File: src/hdl/bcs_pkg.sv
// Constants shared by the boot clock and source control block.
package bcs_pkg;
	// ****************************************
	// Register map (byte offsets)
	// ****************************************
	localparam logic [7:0] OFF_CTRL   = 8'h00; // Boot mode, bypass, PLL resets.
	localparam logic [7:0] OFF_SRCSEL = 8'h04; // Source select per block.
	localparam logic [7:0] OFF_PCNT   = 8'h08; // Processor clock count field.
	localparam logic [7:0] OFF_PDIV   = 8'h0C; // Peripheral bus divider.
	localparam logic [7:0] OFF_EN     = 8'h10; // Gates and peripheral enables.
	localparam logic [7:0] OFF_STAT   = 8'h14; // Live status.
	// ****************************************
	// Fields and reset values
	// ****************************************
	localparam int CTRL_BOOT = 0; // Boot mode bit.
	localparam int CTRL_BYP  = 1; // Force PLL bypass bit.
	localparam int CTRL_PRST = 2; // PLL reset bits 3:2.
	localparam int SEL_W     = 8; // Bits per block in SRCSEL.
	localparam int EN_PER    = 4; // Peripheral enables start one bit below this.
	localparam logic [7:0] PCNT_RST = 8'h00; // Full speed.
	localparam logic [7:0] PDIV_RST = 8'h01; // Divide by two.
	localparam logic [6:0] EN_RST   = 7'h7F; // All enabled.
	localparam logic [7:0] SAFE_DIV = 8'h00; // Boot-safe divider.
	// ****************************************
	// Source codes and pin vector layout
	// ****************************************
	localparam logic [2:0] SRC_OSC  = 3'h0; // External oscillator.
	localparam logic [2:0] SRC_FAB  = 3'h1; // Fabric reference.
	localparam logic [2:0] SRC_INT  = 3'h2; // Halved internal oscillator.
	localparam logic [2:0] SRC_MPLL = 3'h3; // Main PLL counter.
	localparam logic [2:0] SRC_PPLL = 3'h4; // Peripheral PLL counter.
	localparam logic [3:0] CNT_MAX  = 4'h8; // Highest PLL counter.
	localparam int PIN_MAIN  = 0;  // Main PLL counters 8:0.
	localparam int PIN_PER   = 9;  // Peripheral PLL counters 17:9.
	localparam int PIN_EXT   = 18; // External oscillator.
	localparam int PIN_FAB   = 19; // Fabric reference.
	localparam int PIN_INT   = 20; // Internal fast oscillator.
	localparam int PIN_WARM  = 21; // Warm boot request.
	localparam int PIN_STRAP = 22; // Boot source strap.
	localparam int PIN_W     = 23; // Pin vector width.
	// ****************************************
	// Frequency limits
	// ****************************************
	localparam int CLK_MHZ     = 20;  // Register clock rate.
	localparam int PB_MAX_MHZ  = 200; // Peripheral bus ceiling.
	localparam int SRC_MAX_MHZ = 400; // Fastest selectable source.
	localparam logic [7:0] PB_MIN_DIV =
		8'((SRC_MAX_MHZ + PB_MAX_MHZ - 1) / PB_MAX_MHZ - 1);
endpackage : bcs_pkg

File: src/hdl/bcs_clk_ctrl.sv
// Boot clock generation, source selection, dividers and gates.
//
// The address-and-strobe port and the placing of the registers are this design's own decisions.
`timescale 1ns/1ps
// Operation
// - Peripheral bus clock kept at or below 200 MHz
// - Boot clock is default, sequencer, bypass reference
// - Boot clock from halved internal or external
// - Boot source latched only at boot exits
// - Bypass source of each block is boot clock
// - Five sources, PLL counters zero to eight
// - Each block has a bypass multiplexer
// - Hardware or software gates, optional dividers
// - Processor and interconnect ratio enables
// - Registers run on free system clock
// - PLL update forces boot-safe dividers, no reset
// - Boot mode and bypass changeable while running
// - Processor count field slows processor clock
// - Peripheral enables reset to enabled
// - Boot mode forces peripheral enables on
module bcs_clk_ctrl (
	input  wire logic        clk_in,            // Free system clock.
	input  wire logic        srst_in,           // Sync reset, high.
	input  wire logic [7:0]  addr_in,           // Register byte address.
	input  wire logic [31:0] wdata_in,          // Write data.
	input  wire logic        wr_in,             // Write strobe.
	input  wire logic        rd_in,             // Read strobe.
	output logic      [31:0] rdata_out,         // Read data, next cycle.
	input  wire logic        boot_src_strap_in, // 1 selects ext osc.
	input  wire logic        warm_boot_req_in,  // Warm boot request pin.
	input  wire logic        external_oscillator_input, // Osc pin.
	input  wire logic        fabric_free_reference,     // Fabric ref.
	input  wire logic        int_fast_osc_in,   // Internal fast osc.
	input  wire logic [8:0]  main_pll_in,       // Main PLL counters.
	input  wire logic [8:0]  peripheral_pll_in, // Periph PLL counters.
	output logic             boot_clk_out,      // Boot reference clock.
	output logic             proc_clk_out,      // Processor clock.
	output logic             noc_clk_out,       // Interconnect clock.
	output logic             peripheral_bus_clock, // Periph bus clock.
	output logic             proc_half_en_out,  // Processor 1:2 enable.
	output logic             proc_qtr_en_out,   // Processor 1:4 enable.
	output logic             noc_half_en_out,   // Interconnect 1:2.
	output logic             noc_qtr_en_out,    // Interconnect 1:4.
	output logic [3:0]       periph_en_out,     // Peripheral enables.
	output logic [1:0]       pll_rst_out,       // PLL resets.
	output logic             pll_byp_out        // PLL bypass.
);
	// ****************************************
	// Pin synchronisers
	// ****************************************
	logic [bcs_pkg::PIN_W-1:0] pin_raw;  // Raw pins.
	logic [bcs_pkg::PIN_W-1:0] pin_s1_r; // First stage.
	logic [bcs_pkg::PIN_W-1:0] pin_r;    // Second stage, safe to use.
	logic [bcs_pkg::PIN_W-1:0] pin_q_r;  // Previous safe value.
	assign pin_raw = {boot_src_strap_in, warm_boot_req_in,
		int_fast_osc_in, fabric_free_reference,
		external_oscillator_input, peripheral_pll_in, main_pll_in};
	// Two flops per pin, then a third copy for edge detection.
	always_ff @(posedge clk_in) begin
		pin_s1_r <= pin_raw;
		pin_r    <= pin_s1_r;
		pin_q_r  <= pin_r;
	end
	// ****************************************
	// Register file
	// ****************************************
	logic [2:0]  ctrl_r;   // PLL resets and bypass.
	logic [23:0] srcsel_r; // Eight bits per output block.
	logic [7:0]  pcnt_r;   // Processor clock count field.
	logic [7:0]  pdiv_r;   // Peripheral bus divider.
	logic [6:0]  en_r;     // Gates 2:0, peripheral enables 6:3.
	logic [31:0] rdata_r;  // Read data.
	logic        boot_mode_r; // Boot mode state.
	logic        boot_sel_r;  // Latched boot source.
	logic [2:0]  byp_vec;     // Applied bypass per block, for status.
	// Software settings; the registers stay reachable on this clock.
	always_ff @(posedge clk_in) begin
		if (srst_in) begin
			ctrl_r   <= 3'h0;
			srcsel_r <= 24'h000000;
			pcnt_r   <= bcs_pkg::PCNT_RST;
			pdiv_r   <= bcs_pkg::PDIV_RST;
			en_r     <= bcs_pkg::EN_RST;
		end else if (wr_in) begin
			case (addr_in)
				bcs_pkg::OFF_CTRL: begin
					ctrl_r <= wdata_in[bcs_pkg::CTRL_BYP +: 3];
				end
				bcs_pkg::OFF_SRCSEL: begin
					srcsel_r <= wdata_in[23:0];
				end
				bcs_pkg::OFF_PCNT: begin
					pcnt_r <= wdata_in[7:0];
				end
				bcs_pkg::OFF_PDIV: begin
					pdiv_r <= wdata_in[7:0];
				end
				bcs_pkg::OFF_EN: begin
					en_r <= wdata_in[6:0];
				end
				default: begin
					en_r <= en_r; // Other offsets store nothing.
				end
			endcase
		end
	end
	// Read mux; data stand in the cycle after the strobe only.
	always_ff @(posedge clk_in) begin
		if (srst_in || !rd_in) begin
			rdata_r <= 32'h00000000;
		end else begin
			case (addr_in)
				bcs_pkg::OFF_CTRL:   rdata_r <= {28'h0000000, ctrl_r,
					boot_mode_r};
				bcs_pkg::OFF_SRCSEL: rdata_r <= {8'h00, srcsel_r};
				bcs_pkg::OFF_PCNT:   rdata_r <= {24'h000000, pcnt_r};
				bcs_pkg::OFF_PDIV:   rdata_r <= {24'h000000, pdiv_r};
				bcs_pkg::OFF_EN:     rdata_r <= {25'h0000000, en_r};
				bcs_pkg::OFF_STAT:   rdata_r <= {27'h0000000, byp_vec,
					boot_sel_r, boot_mode_r};
				default:             rdata_r <= 32'h00000000;
			endcase
		end
	end
	assign rdata_out = rdata_r;
	// ****************************************
	// Boot source latch and boot mode
	// ****************************************
	logic in_rst_r;  // Reset was high last cycle.
	logic warm_rise; // Warm boot request edge.
	logic cap_boot;  // Moment to sample the strap.
	logic int_half_r; // Internal oscillator divided by two.
	logic boot_lvl;  // Boot clock level.
	assign warm_rise = pin_r[bcs_pkg::PIN_WARM] &
		!pin_q_r[bcs_pkg::PIN_WARM];
	assign cap_boot = (in_rst_r & !srst_in) | warm_rise;
	// Tracks reset so that its release can be seen.
	always_ff @(posedge clk_in) begin
		in_rst_r <= srst_in;
	end
	// Strap is sampled only on leaving reset or on a warm request.
	always_ff @(posedge clk_in) begin
		if (srst_in) begin
			boot_sel_r <= 1'b0;
		end else if (cap_boot) begin
			boot_sel_r <= pin_r[bcs_pkg::PIN_STRAP];
		end
	end
	// Halves the internal oscillator on each of its rising edges.
	always_ff @(posedge clk_in) begin
		if (srst_in) begin
			int_half_r <= 1'b0;
		end else if (pin_r[bcs_pkg::PIN_INT] &&
			!pin_q_r[bcs_pkg::PIN_INT]) begin
			int_half_r <= !int_half_r;
		end
	end
	// Boot clock is the external oscillator or the halved internal one.
	assign boot_lvl = boot_sel_r ? pin_r[bcs_pkg::PIN_EXT] : int_half_r;
	// Boot clock output.
	always_ff @(posedge clk_in) begin
		if (srst_in) begin
			boot_clk_out <= 1'b0;
		end else begin
			boot_clk_out <= boot_lvl;
		end
	end
	// Boot mode after reset; a warm request beats a software clear.
	always_ff @(posedge clk_in) begin
		if (srst_in) begin
			boot_mode_r <= 1'b1;
		end else if (warm_rise) begin
			boot_mode_r <= 1'b1;
		end else if (wr_in && addr_in == bcs_pkg::OFF_CTRL) begin
			boot_mode_r <= wdata_in[bcs_pkg::CTRL_BOOT];
		end
	end
	// ****************************************
	// PLL control and peripheral enables
	// ****************************************
	logic safe_mode; // Blocks must run from boot-safe settings.
	assign safe_mode = boot_mode_r | ctrl_r[0] | (|ctrl_r[2:1]);
	// PLL reset and bypass outputs follow software, no block reset.
	always_ff @(posedge clk_in) begin
		if (srst_in) begin
			pll_rst_out <= 2'h0;
			pll_byp_out <= 1'b1;
		end else begin
			pll_rst_out <= ctrl_r[2:1];
			pll_byp_out <= safe_mode;
		end
	end
	// Peripheral enables, forced on during boot mode.
	always_ff @(posedge clk_in) begin
		if (srst_in) begin
			periph_en_out <= 4'hF;
		end else if (boot_mode_r) begin
			periph_en_out <= 4'hF;
		end else begin
			periph_en_out <= en_r[bcs_pkg::EN_PER-1 +: 4];
		end
	end
	// ****************************************
	// Output clock blocks
	// ****************************************
	// Level of one of the five non-bypass sources.
	function automatic logic src_level(input logic [2:0] s,
		input logic [3:0] i, input logic [bcs_pkg::PIN_W-1:0] v,
		input logic ih);
		logic l;
		l = 1'b0;
		case (s)
			bcs_pkg::SRC_OSC:  l = v[bcs_pkg::PIN_EXT];
			bcs_pkg::SRC_FAB:  l = v[bcs_pkg::PIN_FAB];
			bcs_pkg::SRC_INT:  l = ih;
			bcs_pkg::SRC_MPLL: l = (i <= bcs_pkg::CNT_MAX) &&
				v[bcs_pkg::PIN_MAIN + int'(i)];
			bcs_pkg::SRC_PPLL: l = (i <= bcs_pkg::CNT_MAX) &&
				v[bcs_pkg::PIN_PER + int'(i)];
			default:           l = 1'b0;
		endcase
		return l;
	endfunction : src_level
	genvar b;
	generate
		for (b = 0; b < 3; b++) begin : g_blk
			logic [2:0] src_r;  // Applied source.
			logic [3:0] idx_r;  // Applied PLL counter.
			logic [7:0] div_r;  // Applied divider minus one.
			logic [7:0] cnt_r;  // Divider count.
			logic [7:0] want_div; // Requested divider.
			logic       byp_r;  // Applied bypass.
			logic       gate_r; // Applied gate.
			logic       s_lvl;  // Muxed source level.
			logic       s_q_r;  // Previous source level.
			logic       hit_r;  // This source period is passed on.
			logic       out_r;  // Output clock.
			logic       out_q_r; // Previous output.
			logic [1:0] rc_r;   // Output edge count.
			logic       half_r; // Ratio 1:2 enable.
			logic       qtr_r;  // Ratio 1:4 enable.
			// Bypass mux picks the boot clock over the chosen source.
			assign s_lvl = byp_r ? boot_lvl : src_level(src_r, idx_r,
				pin_r, int_half_r);
			// Divider request per block; safe mode uses boot-safe values.
			always_comb begin
				if (safe_mode) begin
					want_div = bcs_pkg::SAFE_DIV;
				end else if (b == 0) begin
					want_div = pcnt_r;
				end else if (b == 1) begin
					want_div = bcs_pkg::SAFE_DIV;
				end else begin
					want_div = pdiv_r;
				end
				if (b == 2 && want_div < bcs_pkg::PB_MIN_DIV) begin
					want_div = bcs_pkg::PB_MIN_DIV;
				end
			end
			// New settings land only while source and output are low.
			always_ff @(posedge clk_in) begin
				if (srst_in) begin
					byp_r  <= 1'b1;
					src_r  <= bcs_pkg::SRC_OSC;
					idx_r  <= 4'h0;
					div_r  <= (b == 2) ? bcs_pkg::PB_MIN_DIV :
						bcs_pkg::SAFE_DIV;
					gate_r <= 1'b1;
				end else if (!s_lvl && !out_r) begin
					byp_r  <= safe_mode;
					src_r  <= srcsel_r[b*bcs_pkg::SEL_W +: 3];
					idx_r  <= srcsel_r[b*bcs_pkg::SEL_W+3 +: 4];
					div_r  <= want_div;
					gate_r <= en_r[b] | boot_mode_r;
				end
			end

			// Divider passes one source period out of div plus one.
			always_ff @(posedge clk_in) begin
				if (srst_in) begin
					s_q_r <= 1'b0;
					cnt_r <= 8'h00;
					hit_r <= 1'b0;
				end else begin
					s_q_r <= s_lvl;
					if (s_lvl && !s_q_r) begin
						hit_r <= (cnt_r == 8'h00);
						cnt_r <= (cnt_r == 8'h00) ? div_r : cnt_r - 8'h01;
					end
				end
			end

			// Gated output; the pass test is made at the source's rising
			// edge itself, so a passed period is never cut or split.
			always_ff @(posedge clk_in) begin
				if (srst_in) begin
					out_r   <= 1'b0;
					out_q_r <= 1'b0;
					rc_r    <= 2'h0;
					half_r  <= 1'b0;
					qtr_r   <= 1'b0;
				end else begin
					out_r   <= s_lvl & gate_r &
						(s_q_r ? hit_r : (cnt_r == 8'h00));
					out_q_r <= out_r;
					half_r  <= out_r & !out_q_r & !rc_r[0];
					qtr_r   <= out_r & !out_q_r & (rc_r == 2'h0);
					if (out_r && !out_q_r) begin
						rc_r <= rc_r + 2'h1;
					end
				end
			end
			assign byp_vec[b] = byp_r;
		end
	endgenerate

	assign proc_clk_out         = g_blk[0].out_r;
	assign noc_clk_out          = g_blk[1].out_r;
	assign peripheral_bus_clock = g_blk[2].out_r;
	assign proc_half_en_out     = g_blk[0].half_r;
	assign proc_qtr_en_out      = g_blk[0].qtr_r;
	assign noc_half_en_out      = g_blk[1].half_r;
	assign noc_qtr_en_out       = g_blk[1].qtr_r;
endmodule : bcs_clk_ctrl

File: config.mk
export PLATFORM = sky130hd
export DESIGN_NAME = bcs_clk_ctrl
export DESIGN_NICKNAME = d
export VERILOG_FILES = /design/src/hdl/bcs_pkg.sv /design/src/hdl/bcs_clk_ctrl.sv
export SDC_FILE = /design/constraint.sdc
export NUM_CORES = 1
export LEC_CHECK = 0
export ABC_AREA = 1
export BUFFER_PORTS_ARGS = -buffer_cell sky130_fd_sc_hd__clkbuf_2
export CAP_MARGIN = 20
export CORE_MARGIN = 5
export CORE_UTILIZATION = 45
export CTS_BUF_LIST = sky130_fd_sc_hd__clkbuf_4 sky130_fd_sc_hd__clkbuf_8
export DETAILED_ROUTE_END_ITERATION = 12
export PLACE_DENSITY = 0.66
export SLEW_MARGIN = 15
export SYNTH_ARGS = -nofsm -noshare
export SYNTH_HDL_FRONTEND = slang
export SYNTH_SLANG_ARGS = --single-unit
File: constraint.sdc
create_clock -name clk_in -period 2.1 [get_ports clk_in]
set_input_delay 0.42 -clock clk_in [delete_from_list [all_inputs] [get_ports clk_in]]
set_output_delay 0.42 -clock clk_in [all_outputs]
set_load 0.005 [all_outputs]
==> summary.txt, run 1 <==
GLOBAL ROUTE
-------------------------------------------------------------------------------------------------
Number of antenna violations at the first check in global routing                               1
Pin count of the biggest net entering global routing                                           96
Vias in the first global route                                                               8557
Overall routing resource usage                                                              20.1%
Total grt overflow                                                                              0
Global-route wire length before repair                                               40900 microns

DIE
-------------------------------------------------------------------------------------------------
DIE AREA                                                                              24500 sq um
Area of the core region                                                               21100 sq um
Die extent in x                                                                       157 microns
I/O pin total                                                                                 114
Die height                                                                            157 microns
Initial cell density of the core                                                            45.8%
Placement Rows                                                                                 53

SETUP PATH
-------------------------------------------------------------------------------------------------
Worst Path Required                                                                       2.55 ns
FF-to-FF setup slack                                                                     -0.14 ns
Startpoint type of the worst setup path                                                  register
Maximum fanout count along the critical path                                                    8
Crit path buf inv count                                                                         2
Reg2reg end                                                                          g_blk[2].idx_r[1]
Worst r2r src                                                                        g_blk[2].idx_r[0]
Critical path capture point type                                                         register
Arrival time at the worst endpoint                                                        2.68 ns
Worst path most repeated cell                                                        sky130_fd_sc_hd__nand2_2
CP peak stage delay                                                                       0.36 ns
Worst reg2reg path depth                                                                       17
CP cell instances                                                                    ha_4, buf_4, a21oi_1, o21ai_0, nand3_1, nand2_2, nand2_1, nand3_1, nand2_1, nand2_2, nand2_4, nand2_8, nand3_4, buf_12, nand2_2, nand2_2, nor2_1
Category of cells accounting for the largest share of critical-path delay            simple AND/OR/NAND/NOR gates
Crit Path Category                                                                   register to register
Cell with the biggest individual delay on the critical path                          sky130_fd_sc_hd__dfxtp_4

LAYOUT
-------------------------------------------------------------------------------------------------
Final core occ                                                                              59.8%
Number of inserted diodes                                                                       0
Share of post-route cells with drive strength above 1                                       26.1%
Highest-count cells in the layout ignoring fill and taps                             sky130_fd_sc_hd__nand2_1 (228), sky130_fd_sc_hd__dfxtp_1 (214), sky130_fd_sc_hd__inv_1 (155), sky130_fd_sc_hd__nor2_1 (129), sky130_fd_sc_hd__a21oi_1 (111)
Area added between synthesis and finish                                                     30.4%
Net total in the final layout                                                                1590
Most common cell after layout, fill and taps aside                                   sky130_fd_sc_hd__nand2_1

YOSYS
-------------------------------------------------------------------------------------------------
Part of the Yosys area used for sequential elements                                         45.6%
Synth async-reset ratio                                                                        0%
Synthesized netlist cell count                                                               1327
Cell area after synthesis                                                              9660 sq um
Flip-flop and latch count after synthesis                                                     220
Count of flip-flops with a built-in enable after synthesis                                      0
Leading post-synthesis cells by cell area                                            sky130_fd_sc_hd__dfxtp_1 (46%), sky130_fd_sc_hd__nand2_1 (11%), sky130_fd_sc_hd__a21oi_1 (6.7%)
Number of distinct library cell variants in the gate-level netlist after synthesis             46
Cell taking the most area after synthesis                                            sky130_fd_sc_hd__dfxtp_1
Predominant post-synthesis flop cell                                                 sky130_fd_sc_hd__dfxtp_1
Ys Warns                                                                                        0
Fraction of synthesized cell area taken by the top area cell type                           45.6%
Post-Syn Area per Cell                                                                 7.28 sq um

WORST HOLD PATH
-------------------------------------------------------------------------------------------------
Min-Delay Path Depth                                                                            3
Source of the worst hold timing path                                                 wdata_in[15]
Min-delay worst type                                                                 input pin to register
Capture endpoint of the worst hold path                                              srcsel_r[15]

TIMING
-------------------------------------------------------------------------------------------------
Remaining max-slew budget at the tightest pin                                               54.8%
Total negative slack                                                                     -3.61 ns
Minimum clock period after layout                                                         2.24 ns
Total count of hold-check failures in the final report                                          0
Post-layout worst setup margin                                                          -0.137 ns
Final setup violation count                                                                    58
Portion of the clock cycle consumed by the worst path in the final layout                    107%
Maximum clock skew at final layout                                                      0.0223 ns
Unrepaired setup endpoints after global routing                                               yes
Achievable Freq                                                                           447 MHz
Tightest Pin Transition                                                                  0.674 ns
Final slew viol count                                                                           0

CLOCK TREE
-------------------------------------------------------------------------------------------------
CTS Buf Count                                                                                  38
Source-to-sink clock delay at the later pin of the worst-skew pair                        0.53 ns
H-tree levels                                                                                   2
Clock transition at path regs                                                             0.06 ns
Clock tree sinks                                                                              220
CTS max path bufs                                                                               3
Root cell of the clock tree                                                          sky130_fd_sc_hd__clkbuf_8
Clock tree from TritonCTS                                                                    done

ROUTE
-------------------------------------------------------------------------------------------------
First-iteration detailed-routing DRC count                                                    604
Routed length per instance                                                           14.6 microns
DRC violations left                                                                             0
Final ANT Viol Nets                                                                             0
Routed wire length                                                                   26500 microns
Initial DRT Pass Iterations                                                                     5
Number of vias in the routed layout                                                          9116
Via density                                                                                  5.03

RUN
-------------------------------------------------------------------------------------------------
# Max-Cap Violations                                                                            0

POWER
-------------------------------------------------------------------------------------------------
Max VDD drop                                                                               725 uV
Static Leakage                                                                            5.70 nW
Areal power density over the cells                                                   1100 nW/um^2

PLACE
-------------------------------------------------------------------------------------------------
Buffers on Ports                                                                               97
Routability Congestion                                                                      0.912
DP HPWL                                                                              17000 microns

RUN STATUS
-------------------------------------------------------------------------------------------------
Failing checks                                                                       setup timing
Run status                                                                           finished with violations

==> layout make-up <==
class	count	area, sq um
multi-input combinational	887	4920
inverter	170	651
clock inverter	6	58.8
timing repair buffer	195	1490
sequential	220	4420
clock buffer	59	724
tap	275	344
fill	1925	8480
==> state kept, by name, indices dropped and copies added (netlist names), 3 cells and up <==
name	cells
g_blk.s_q_r	3
g_blk.cnt_r	24
g_blk.src_r	9
pcnt_r	8
en_r	7
g_blk.hit_r	3
pdiv_r	8
rdata_out	24
g_blk.div_r	16
periph_en_out	4
pin_r	23
g_blk.idx_r	12
pin_s1_r	23
srcsel_r	24
g_blk.rc_r	4
g_blk.byp_r	3
g_blk.gate_r	3
ctrl_r	3
==> where the power goes <==
part / internal, mW / switching [mW] / leakage [nW]
Combinational: 2.08 / 2.83 / 3.47
Clock: 2.31 / 1.69 / 0.422
Sequential: 4.60 / 0.340 / 1.81
==> stage by stage <==
| step | instances | worst slack, ns | area, sq um | total power [mW] | hold slack (ns) |
|---|---|---|---|---|---|
| CTS | 1792 | -0.0221 | 11800 | 12.9 | 0.103 |
| global placement | 1700 | -0.102 | 10600 | 8.71 | 0.312 |
| detailed placement | 1700 | -0.200 | 10600 | 8.74 | 0.312 |
| finish | 1812 | -0.137 | 12600 | 13.9 | 0.137 |
| global route | 1812 | -0.306 | 12600 | 14.8 | 0.145 |
| floorplan | 1334 | 0.0460 | 9690 | 7.81 | 0.310 |
==> worst max path at each step <==
stage | start | endpoint | slack (ns) | cells after the start
6_report | g_blk[2].idx_r[0] | g_blk[2].idx_r[1] | -0.14 | 17
5_1_grt | g_blk[2].idx_r[0] | g_blk[2].idx_r[0] | -0.31 | 18
4_1_cts | g_blk[2].idx_r[0] | g_blk[2].idx_r[2] | -0.02 | 17
3_5_place_dp | g_blk[1].idx_r[0] | g_blk[1].cnt_r[6] | -0.20 | 16
3_3_place_gp | g_blk[1].idx_r[0] | g_blk[1].cnt_r[1] | -0.10 | 17
2_1_floorplan | g_blk[2].idx_r[1] | g_blk[2].cnt_r[6] | 0.05 | 16
==> logic make-up (layout without fill, tap and decap cells) <==
| logic type | count (synthesis) | count (layout) | share of synthesized area, % |
|---|---|---|---|
| AO/OA/AOI/OAI | 281 | 281 | 15.8 |
| XOR/XNOR | 16 | 16 | 1.61 |
| adder cells (fa/ha/maj) | 11 | 11 | 1.42 |
| buffers and inverters | 232 | 430 | 10.3 |
| flip-flops | 220 | 220 | 45.6 |
| other | 1 | 8 | 0.0388 |
| AND/OR/NAND/NOR | 566 | 571 | 25.2 |
==> tightest hold or removal path, stage by stage <==
cell and delay [ns]:
sky130_fd_sc_hd__clkbuf_2 0.08, sky130_fd_sc_hd__nor2_1 0.04, sky130_fd_sc_hd__nor2_1 0.08
==> Yosys cell counts (2+ instances only) <==
master	instances
sky130_fd_sc_hd__a21oi_1	130
sky130_fd_sc_hd__a221oi_1	6
sky130_fd_sc_hd__a31oi_1	3
sky130_fd_sc_hd__buf_1	3
sky130_fd_sc_hd__buf_2	13
sky130_fd_sc_hd__buf_4	16
sky130_fd_sc_hd__buf_6	7
sky130_fd_sc_hd__clkbuf_1	23
sky130_fd_sc_hd__clkinv_1	2
sky130_fd_sc_hd__dfxtp_1	220
sky130_fd_sc_hd__ha_1	11
sky130_fd_sc_hd__inv_1	161
sky130_fd_sc_hd__inv_2	7
sky130_fd_sc_hd__nand2_1	279
sky130_fd_sc_hd__nand2_2	5
sky130_fd_sc_hd__nand2_4	3
sky130_fd_sc_hd__nand3_1	76
sky130_fd_sc_hd__nand3_2	3
sky130_fd_sc_hd__nand3_4	2
sky130_fd_sc_hd__nand3b_1	2
sky130_fd_sc_hd__nand4_1	11
sky130_fd_sc_hd__nor2_1	145
sky130_fd_sc_hd__nor3_1	25
sky130_fd_sc_hd__nor3_2	4
sky130_fd_sc_hd__nor4_1	4
sky130_fd_sc_hd__o2111ai_1	2
sky130_fd_sc_hd__o211ai_1	21
sky130_fd_sc_hd__o21ai_0	101
sky130_fd_sc_hd__o21ai_1	6
sky130_fd_sc_hd__o22ai_1	3
sky130_fd_sc_hd__o31ai_1	3
sky130_fd_sc_hd__or2_2	3
sky130_fd_sc_hd__xnor2_1	4
sky130_fd_sc_hd__xor2_1	10
sky130_fd_sc_hd__xor2_2	2
==> per-layer routing <==
layer	vias to the layer above	part of all wire [%]	global-route usage, %
met5	-	0.049	0
met4	2	2.2	5.99
met3	56	5.8	4.59
met2	249	46	31.9
met1	4143	46	27.5
li1	4666	-	-
==> repair_timing <==
item / in CTS / in global routing
setup endpoints to repair: 70 / 75
hold endpoints to repair: 23 / 0
resized for setup: 20 / 167
pin swaps: 2 / 57
buffers inserted: 3 / 10
gates cloned: 1 / 10
hold buffers: 23 / 0
(Power assumes the default switching activity.)
==> inputs of run 2 (changes only) <==
--- a/config.mk
+++ b/config.mk
@@ -13,6 +13,7 @@
 export CTS_BUF_LIST = sky130_fd_sc_hd__clkbuf_4 sky130_fd_sc_hd__clkbuf_8
 export DETAILED_ROUTE_END_ITERATION = 12
 export PLACE_DENSITY = 0.66
+export SETUP_SLACK_MARGIN = 0.1
 export SLEW_MARGIN = 15
 export SYNTH_ARGS = -nofsm -noshare
 export SYNTH_HDL_FRONTEND = slang
==> summary.txt, run 2 (synthesis gave the netlist of run 1 again) <==
ROUTE
----------------------------------------------------------------------------------------
Initial DRT Pass Iterations                                                            6
Routed wire length                                                          26400 microns
Routed length per instance                                                  14.7 microns
Final ANT Viol Nets                                                                    0
First-iteration detailed-routing DRC count                                           522
Number of vias in the routed layout                                                 9137
Via density                                                                         5.09
DRC violations left                                                                    0

LAYOUT
----------------------------------------------------------------------------------------
Most common cell after layout, fill and taps aside                          sky130_fd_sc_hd__nand2_1
FF+latch area                                                                 4420 sq um
# fillers                                                                           1956
Area added between synthesis and finish                                            29.0%
Net total in the final layout                                                       1574
Multi-input gate area in the final layout                                     4840 sq um
Highest-count cells in the layout ignoring fill and taps                    sky130_fd_sc_hd__nand2_1 (230), sky130_fd_sc_hd__dfxtp_1 (212), sky130_fd_sc_hd__inv_1 (149), sky130_fd_sc_hd__nor2_1 (134), sky130_fd_sc_hd__a21oi_1 (98)
Number of inserted diodes                                                              0
Share of post-route cells with drive strength above 1                              25.6%

PLACE
----------------------------------------------------------------------------------------
Routability Congestion                                                             0.936
Worst slack at placement                                                       -0.179 ns
DP HPWL                                                                     17200 microns
Buffers on Ports                                                                      97

SETUP PATH
----------------------------------------------------------------------------------------
CP peak stage delay                                                              0.54 ns
Crit Path Category                                                          register to register
Worst path most repeated cell                                               sky130_fd_sc_hd__nand2_1
CP cell instances                                                           inv_2, nand2_1, o21ai_0, inv_1, nand2_1, nand3_4, buf_8, a21oi_4, nor2_2
Cell with the biggest individual delay on the critical path                 sky130_fd_sc_hd__nand2_1
Arrival time at the worst endpoint                                               2.62 ns
Worst Path Required                                                              2.51 ns
Worst r2r src                                                                  pin_r[18]
Maximum fanout count along the critical path                                           8
Startpoint of the most critical setup path                                     pin_r[18]
Critical path capture point type                                                register
Startpoint type of the worst setup path                                         register

DIE
----------------------------------------------------------------------------------------
Die extent in x                                                              157 microns
Area of the core region                                                      21100 sq um
Placement Rows                                                                        53
DIE AREA                                                                     24500 sq um
Die height                                                                   157 microns
Initial cell density of the core                                                   45.8%
I/O pin total                                                                        114

GLOBAL ROUTE
----------------------------------------------------------------------------------------
Vias in the first global route                                                      8721
Number of antenna violations at the first check in global routing                      0
Global-route wire length before repair                                      42400 microns
Pin count of the biggest net entering global routing                                 131
Overall routing resource usage                                                     20.9%
Total grt overflow                                                                     0

TIMING
----------------------------------------------------------------------------------------
Final slew viol count                                                                  0
Achievable Freq                                                                  453 MHz
Remaining max-slew budget at the tightest pin                                      48.7%
Portion of the clock cycle consumed by the worst path in the final layout           105%
Maximum clock skew at final layout                                             0.0219 ns
Unrepaired setup endpoints after global routing                                      yes
Minimum clock period after layout                                                2.21 ns
Final setup violation count                                                           55
Post-layout worst setup margin                                                 -0.108 ns
Tightest Pin Transition                                                         0.764 ns
Total count of hold-check failures in the final report                                 0

POWER
----------------------------------------------------------------------------------------
Areal power density over the cells                                          1130 nW/um^2
Max VDD drop                                                                      578 uV
Static Leakage                                                                   5.61 nW
Sum of internal, switching and leakage power                                     14.1 mW

CLOCK TREE
----------------------------------------------------------------------------------------
Clock tree sinks                                                                     220
Clock transition at path regs                                                    0.06 ns
CTS max path bufs                                                                      3
Root cell of the clock tree                                                 sky130_fd_sc_hd__clkbuf_8
CTS Buf Count                                                                         38
H-tree levels                                                                          2
Source-to-sink clock delay at the later pin of the worst-skew pair               0.53 ns
Clock tree from TritonCTS                                                           done

RUN STATUS
----------------------------------------------------------------------------------------
Failing checks                                                              setup timing
Run status                                                                  finished with violations

RUN
----------------------------------------------------------------------------------------
# Max-Cap Violations                                                                   0

WORST HOLD PATH
----------------------------------------------------------------------------------------
Min-delay worst type                                                        input pin to register
Source of the worst hold timing path                                        wdata_in[15]

-- run 2: worst paths after layout --
check                                         end  slack, ns  depth (start not counted)
worst max-delay path            g_blk[0].div_r[3]      -0.11                          9
worst min-delay path                 srcsel_r[15]       0.11                          3
worst max register to register  g_blk[0].div_r[3]      -0.11                          9
worst min register to register          pin_r[11]       0.32                          0
-- run 2: layout make-up --
cell class	count	share of cell area, %
Clock buffer	59	6.01
Tap cell	275	2.76
Multi-Input combinational cell	887	38.8
Sequential cell	220	35.5
Clock inverter	5	0.823
Timing Repair Buffer	179	10.8
Inverter	170	5.25
-- run 2: what timing repair did --
action | in CTS | in global routing
pin swaps | 32 | 27
cloned | 5 | 4
setup endpoints to repair | 76 | 76
hold buffers | 23 | 0
gates resized for setup | 134 | 61
buffers inserted | 3 | 0
hold endpoints to repair | 23 | 0
-- run 2: per-layer routing --
layer	routed length, microns	vias to the layer above	global-route usage (%)
li1	-	4638	-
met1	12200	4170	28.9
met2	11900	273	33.2
met3	1680	56	4.31
met4	583	0	6.24
met5	0	-	0
-- run 2: per-stage QoR --
step | std cells | hold slack (ns) | area [sq um] | utilization (%) | setup TNS, ns
CTS | 1791 | 0.0887 | 12200 | 58.0 | -0.264
finish | 1795 | 0.111 | 12500 | 59.1 | -2.72
detailed placement | 1696 | 0.312 | 10600 | 50.2 | -6.12
global route | 1795 | 0.112 | 12500 | 59.1 | -12.59
floorplan | 1334 | 0.310 | 9690 | - | 0
global placement | 1696 | 0.313 | 10600 | 50.2 | -4.44
-- run 2: where the power goes --
group          switching (mW)  internal (mW)
Sequential              0.345           4.60
Combinational            2.81           2.00
Clock                    1.70           2.62
Total                    4.85           9.23
-- run 2: critical path, delay by kind of cell (launching register included) --
| family | cells | cell delay [ns] |
|---|---|---|
| DFF | 1 | 0.36 |
| and+or+nand+nor | 4 | 0.93 |
| buffers and inverters | 3 | 0.54 |
| AOI/OAI and AO/OA | 2 | 0.26 |
==> inputs of run 3 (changes only) <==
--- a/config.mk
+++ b/config.mk
@@ -13,6 +13,7 @@
 export CTS_BUF_LIST = sky130_fd_sc_hd__clkbuf_4 sky130_fd_sc_hd__clkbuf_8
 export DETAILED_ROUTE_END_ITERATION = 12
 export PLACE_DENSITY = 0.66
+export RECOVER_POWER = 100
 export SETUP_SLACK_MARGIN = 0.1
 export SLEW_MARGIN = 15
 export SYNTH_ARGS = -nofsm -noshare
==> summary.txt, run 3 (synthesis gave the netlist of run 1 again) <==
RUN STATUS
----------------------------------------------------------------------------------------
Run status                                                                  finished with violations
Failing checks                                                              setup timing

DIE
----------------------------------------------------------------------------------------
Die height                                                                   157 microns
Die extent in x                                                              157 microns
Initial cell density of the core                                                   45.8%
DIE AREA                                                                     24500 sq um
Area of the core region                                                      21100 sq um
I/O pin total                                                                        114
Placement Rows                                                                        53

TIMING
----------------------------------------------------------------------------------------
Final setup violation count                                                           54
Final slew viol count                                                                  0
Tightest Pin Transition                                                         0.768 ns
Worst hold-check slack                                                          0.114 ns
Maximum clock skew at final layout                                             0.0223 ns
Unrepaired setup endpoints after global routing                                      yes
Minimum clock period after layout                                                2.21 ns
Total count of hold-check failures in the final report                                 0
Total negative slack                                                            -2.45 ns
Remaining max-slew budget at the tightest pin                                      48.5%
Achievable Freq                                                                  453 MHz
Portion of the clock cycle consumed by the worst path in the final layout           105%
Post-layout worst setup margin                                                 -0.107 ns

ROUTE
----------------------------------------------------------------------------------------
Via density                                                                         5.09
First-iteration detailed-routing DRC count                                           537
Initial DRT Pass Iterations                                                            6
DRC violations left                                                                    0
Final ANT Viol Nets                                                                    0
Routed wire length                                                          26400 microns
Routed length per instance                                                  14.7 microns
Number of vias in the routed layout                                                 9129

GLOBAL ROUTE
----------------------------------------------------------------------------------------
Number of antenna violations at the first check in global routing                      0
Vias in the first global route                                                      8721
Overall routing resource usage                                                     20.9%
Pin count of the biggest net entering global routing                                 131
Global-route wire length before repair                                      42400 microns
Total grt overflow                                                                     0

POWER
----------------------------------------------------------------------------------------
Cell-internal power                                                              9.23 mW
Logic gate share of total power                                                    34.2%
Max VDD drop                                                                      582 uV
Areal power density over the cells                                          1140 nW/um^2
Share of total power consumed by net switching                                     34.4%
Reg power frac                                                                     35.2%
Portion of total power attributed to the clock network                             30.6%
Switching power of the nets                                                      4.83 mW
Sum of internal, switching and leakage power                                     14.1 mW
Static Leakage                                                                   5.49 nW

CLOCK TREE
----------------------------------------------------------------------------------------
CTS max path bufs                                                                      3
Root cell of the clock tree                                                 sky130_fd_sc_hd__clkbuf_8
H-tree levels                                                                          2
Clock transition at path regs                                                    0.06 ns
CTS Buf Count                                                                         38
Clock tree from TritonCTS                                                           done
Source-to-sink clock delay at the later pin of the worst-skew pair               0.53 ns
Clock tree sinks                                                                     220

LAYOUT
----------------------------------------------------------------------------------------
FF+latch area                                                                 4420 sq um
Most common cell after layout, fill and taps aside                          sky130_fd_sc_hd__nand2_1
Area added between synthesis and finish                                            28.1%
Highest-count cells in the layout ignoring fill and taps                    sky130_fd_sc_hd__nand2_1 (230), sky130_fd_sc_hd__dfxtp_1 (212), sky130_fd_sc_hd__inv_1 (150), sky130_fd_sc_hd__nor2_1 (134), sky130_fd_sc_hd__a21oi_1 (98)
Area of all placed cells without fillers                                     12400 sq um
Number of inserted diodes                                                              0
Net total in the final layout                                                       1574
# fillers                                                                           1993
Final core occ                                                                     58.7%
Multi-input gate area in the final layout                                     4820 sq um
Share of post-route cells with drive strength above 1                              23.2%

SETUP PATH
----------------------------------------------------------------------------------------
Worst path most repeated cell                                               sky130_fd_sc_hd__nand2_1
Critical path capture point type                                                register
CP peak stage delay                                                              0.53 ns
Cell with the biggest individual delay on the critical path                 sky130_fd_sc_hd__nand2_1
Crit Path Category                                                          register to register
CP cell instances                                                           inv_2, nand2_1, o21ai_0, inv_1, nand2_1, nand3_4, buf_8, a21oi_4, nor2_2
Maximum fanout count along the critical path                                           8
Worst Path Required                                                              2.50 ns
Startpoint type of the worst setup path                                         register
Arrival time at the worst endpoint                                               2.61 ns

PLACE
----------------------------------------------------------------------------------------
Routability Congestion                                                             0.936
Buffers on Ports                                                                      97
DP HPWL                                                                     17200 microns
Area of placed instances                                                     10600 sq um

WORST HOLD PATH
----------------------------------------------------------------------------------------
Min-delay worst type                                                        input pin to register

RUN
----------------------------------------------------------------------------------------
# Max-Cap Violations                                                                   0

[run 3: path summary, 6_finish.rpt]
path | startpoint | endpoint | slack (ns) | depth (start not counted)
hold / removal | wdata_in[15] | srcsel_r[15] | 0.11 | 3
setup reg to reg | pin_r[18] | g_blk[0].div_r[3] | -0.11 | 9
hold reg to reg | pin_s1_r[11] | pin_r[11] | 0.32 | 0
setup / recovery | pin_r[18] | g_blk[0].div_r[3] | -0.11 | 9
[run 3: power by group through the flow]
stage	clock, mW	sequential, mW	combinational [mW]
floorplan	0	4.90	2.91
global placement	0	4.96	3.75
detailed placement	0	4.96	3.81
CTS	4.42	4.92	4.49
global route	4.61	5.00	5.38
finish	4.31	4.95	4.80
[run 3: area by class of cell]
class / count / area share [%]
multi-input combinational: 887 / 38.9
inverter: 170 / 5.29
sequential: 220 / 35.7
clock inverter: 5 / 0.829
timing repair buffer: 179 / 10.4
tap: 275 / 2.78
clock buffer: 59 / 6.06
[run 3: metal layers]
layer | global-route usage, % | part of all wire [%] | wire length, microns
met1 | 28.9 | 46 | 12200
met2 | 33.2 | 45 | 11900
met3 | 4.31 | 6.4 | 1680
met4 | 6.24 | 2.1 | 545
met5 | 0 | 0 | 0
[run 3: metrics by stage]
stage | setup slack [ns] | std cells
after floorplan | 0.104 | 1334
after global placement | -0.115 | 1696
after detailed placement | -0.179 | 1696
after CTS | -0.0218 | 1791
after global routing | -0.239 | 1795
final | -0.107 | 1795
[run 3: what timing repair did]
item,in CTS,in global routing
cloned,5,4
pin swaps,32,27
endpoints found under the setup margin,76,76
resized for setup,134,61
hold buffers,23,0
endpoints found under the hold margin,23,0
buffers inserted,3,0
[run 3: critical path, delay by kind of cell, from the launching register on]
kind	cells	cell delay, ns
compound gates	2	0.26
simple gates	4	0.92
buf+inv	3	0.55
flops	1	0.36
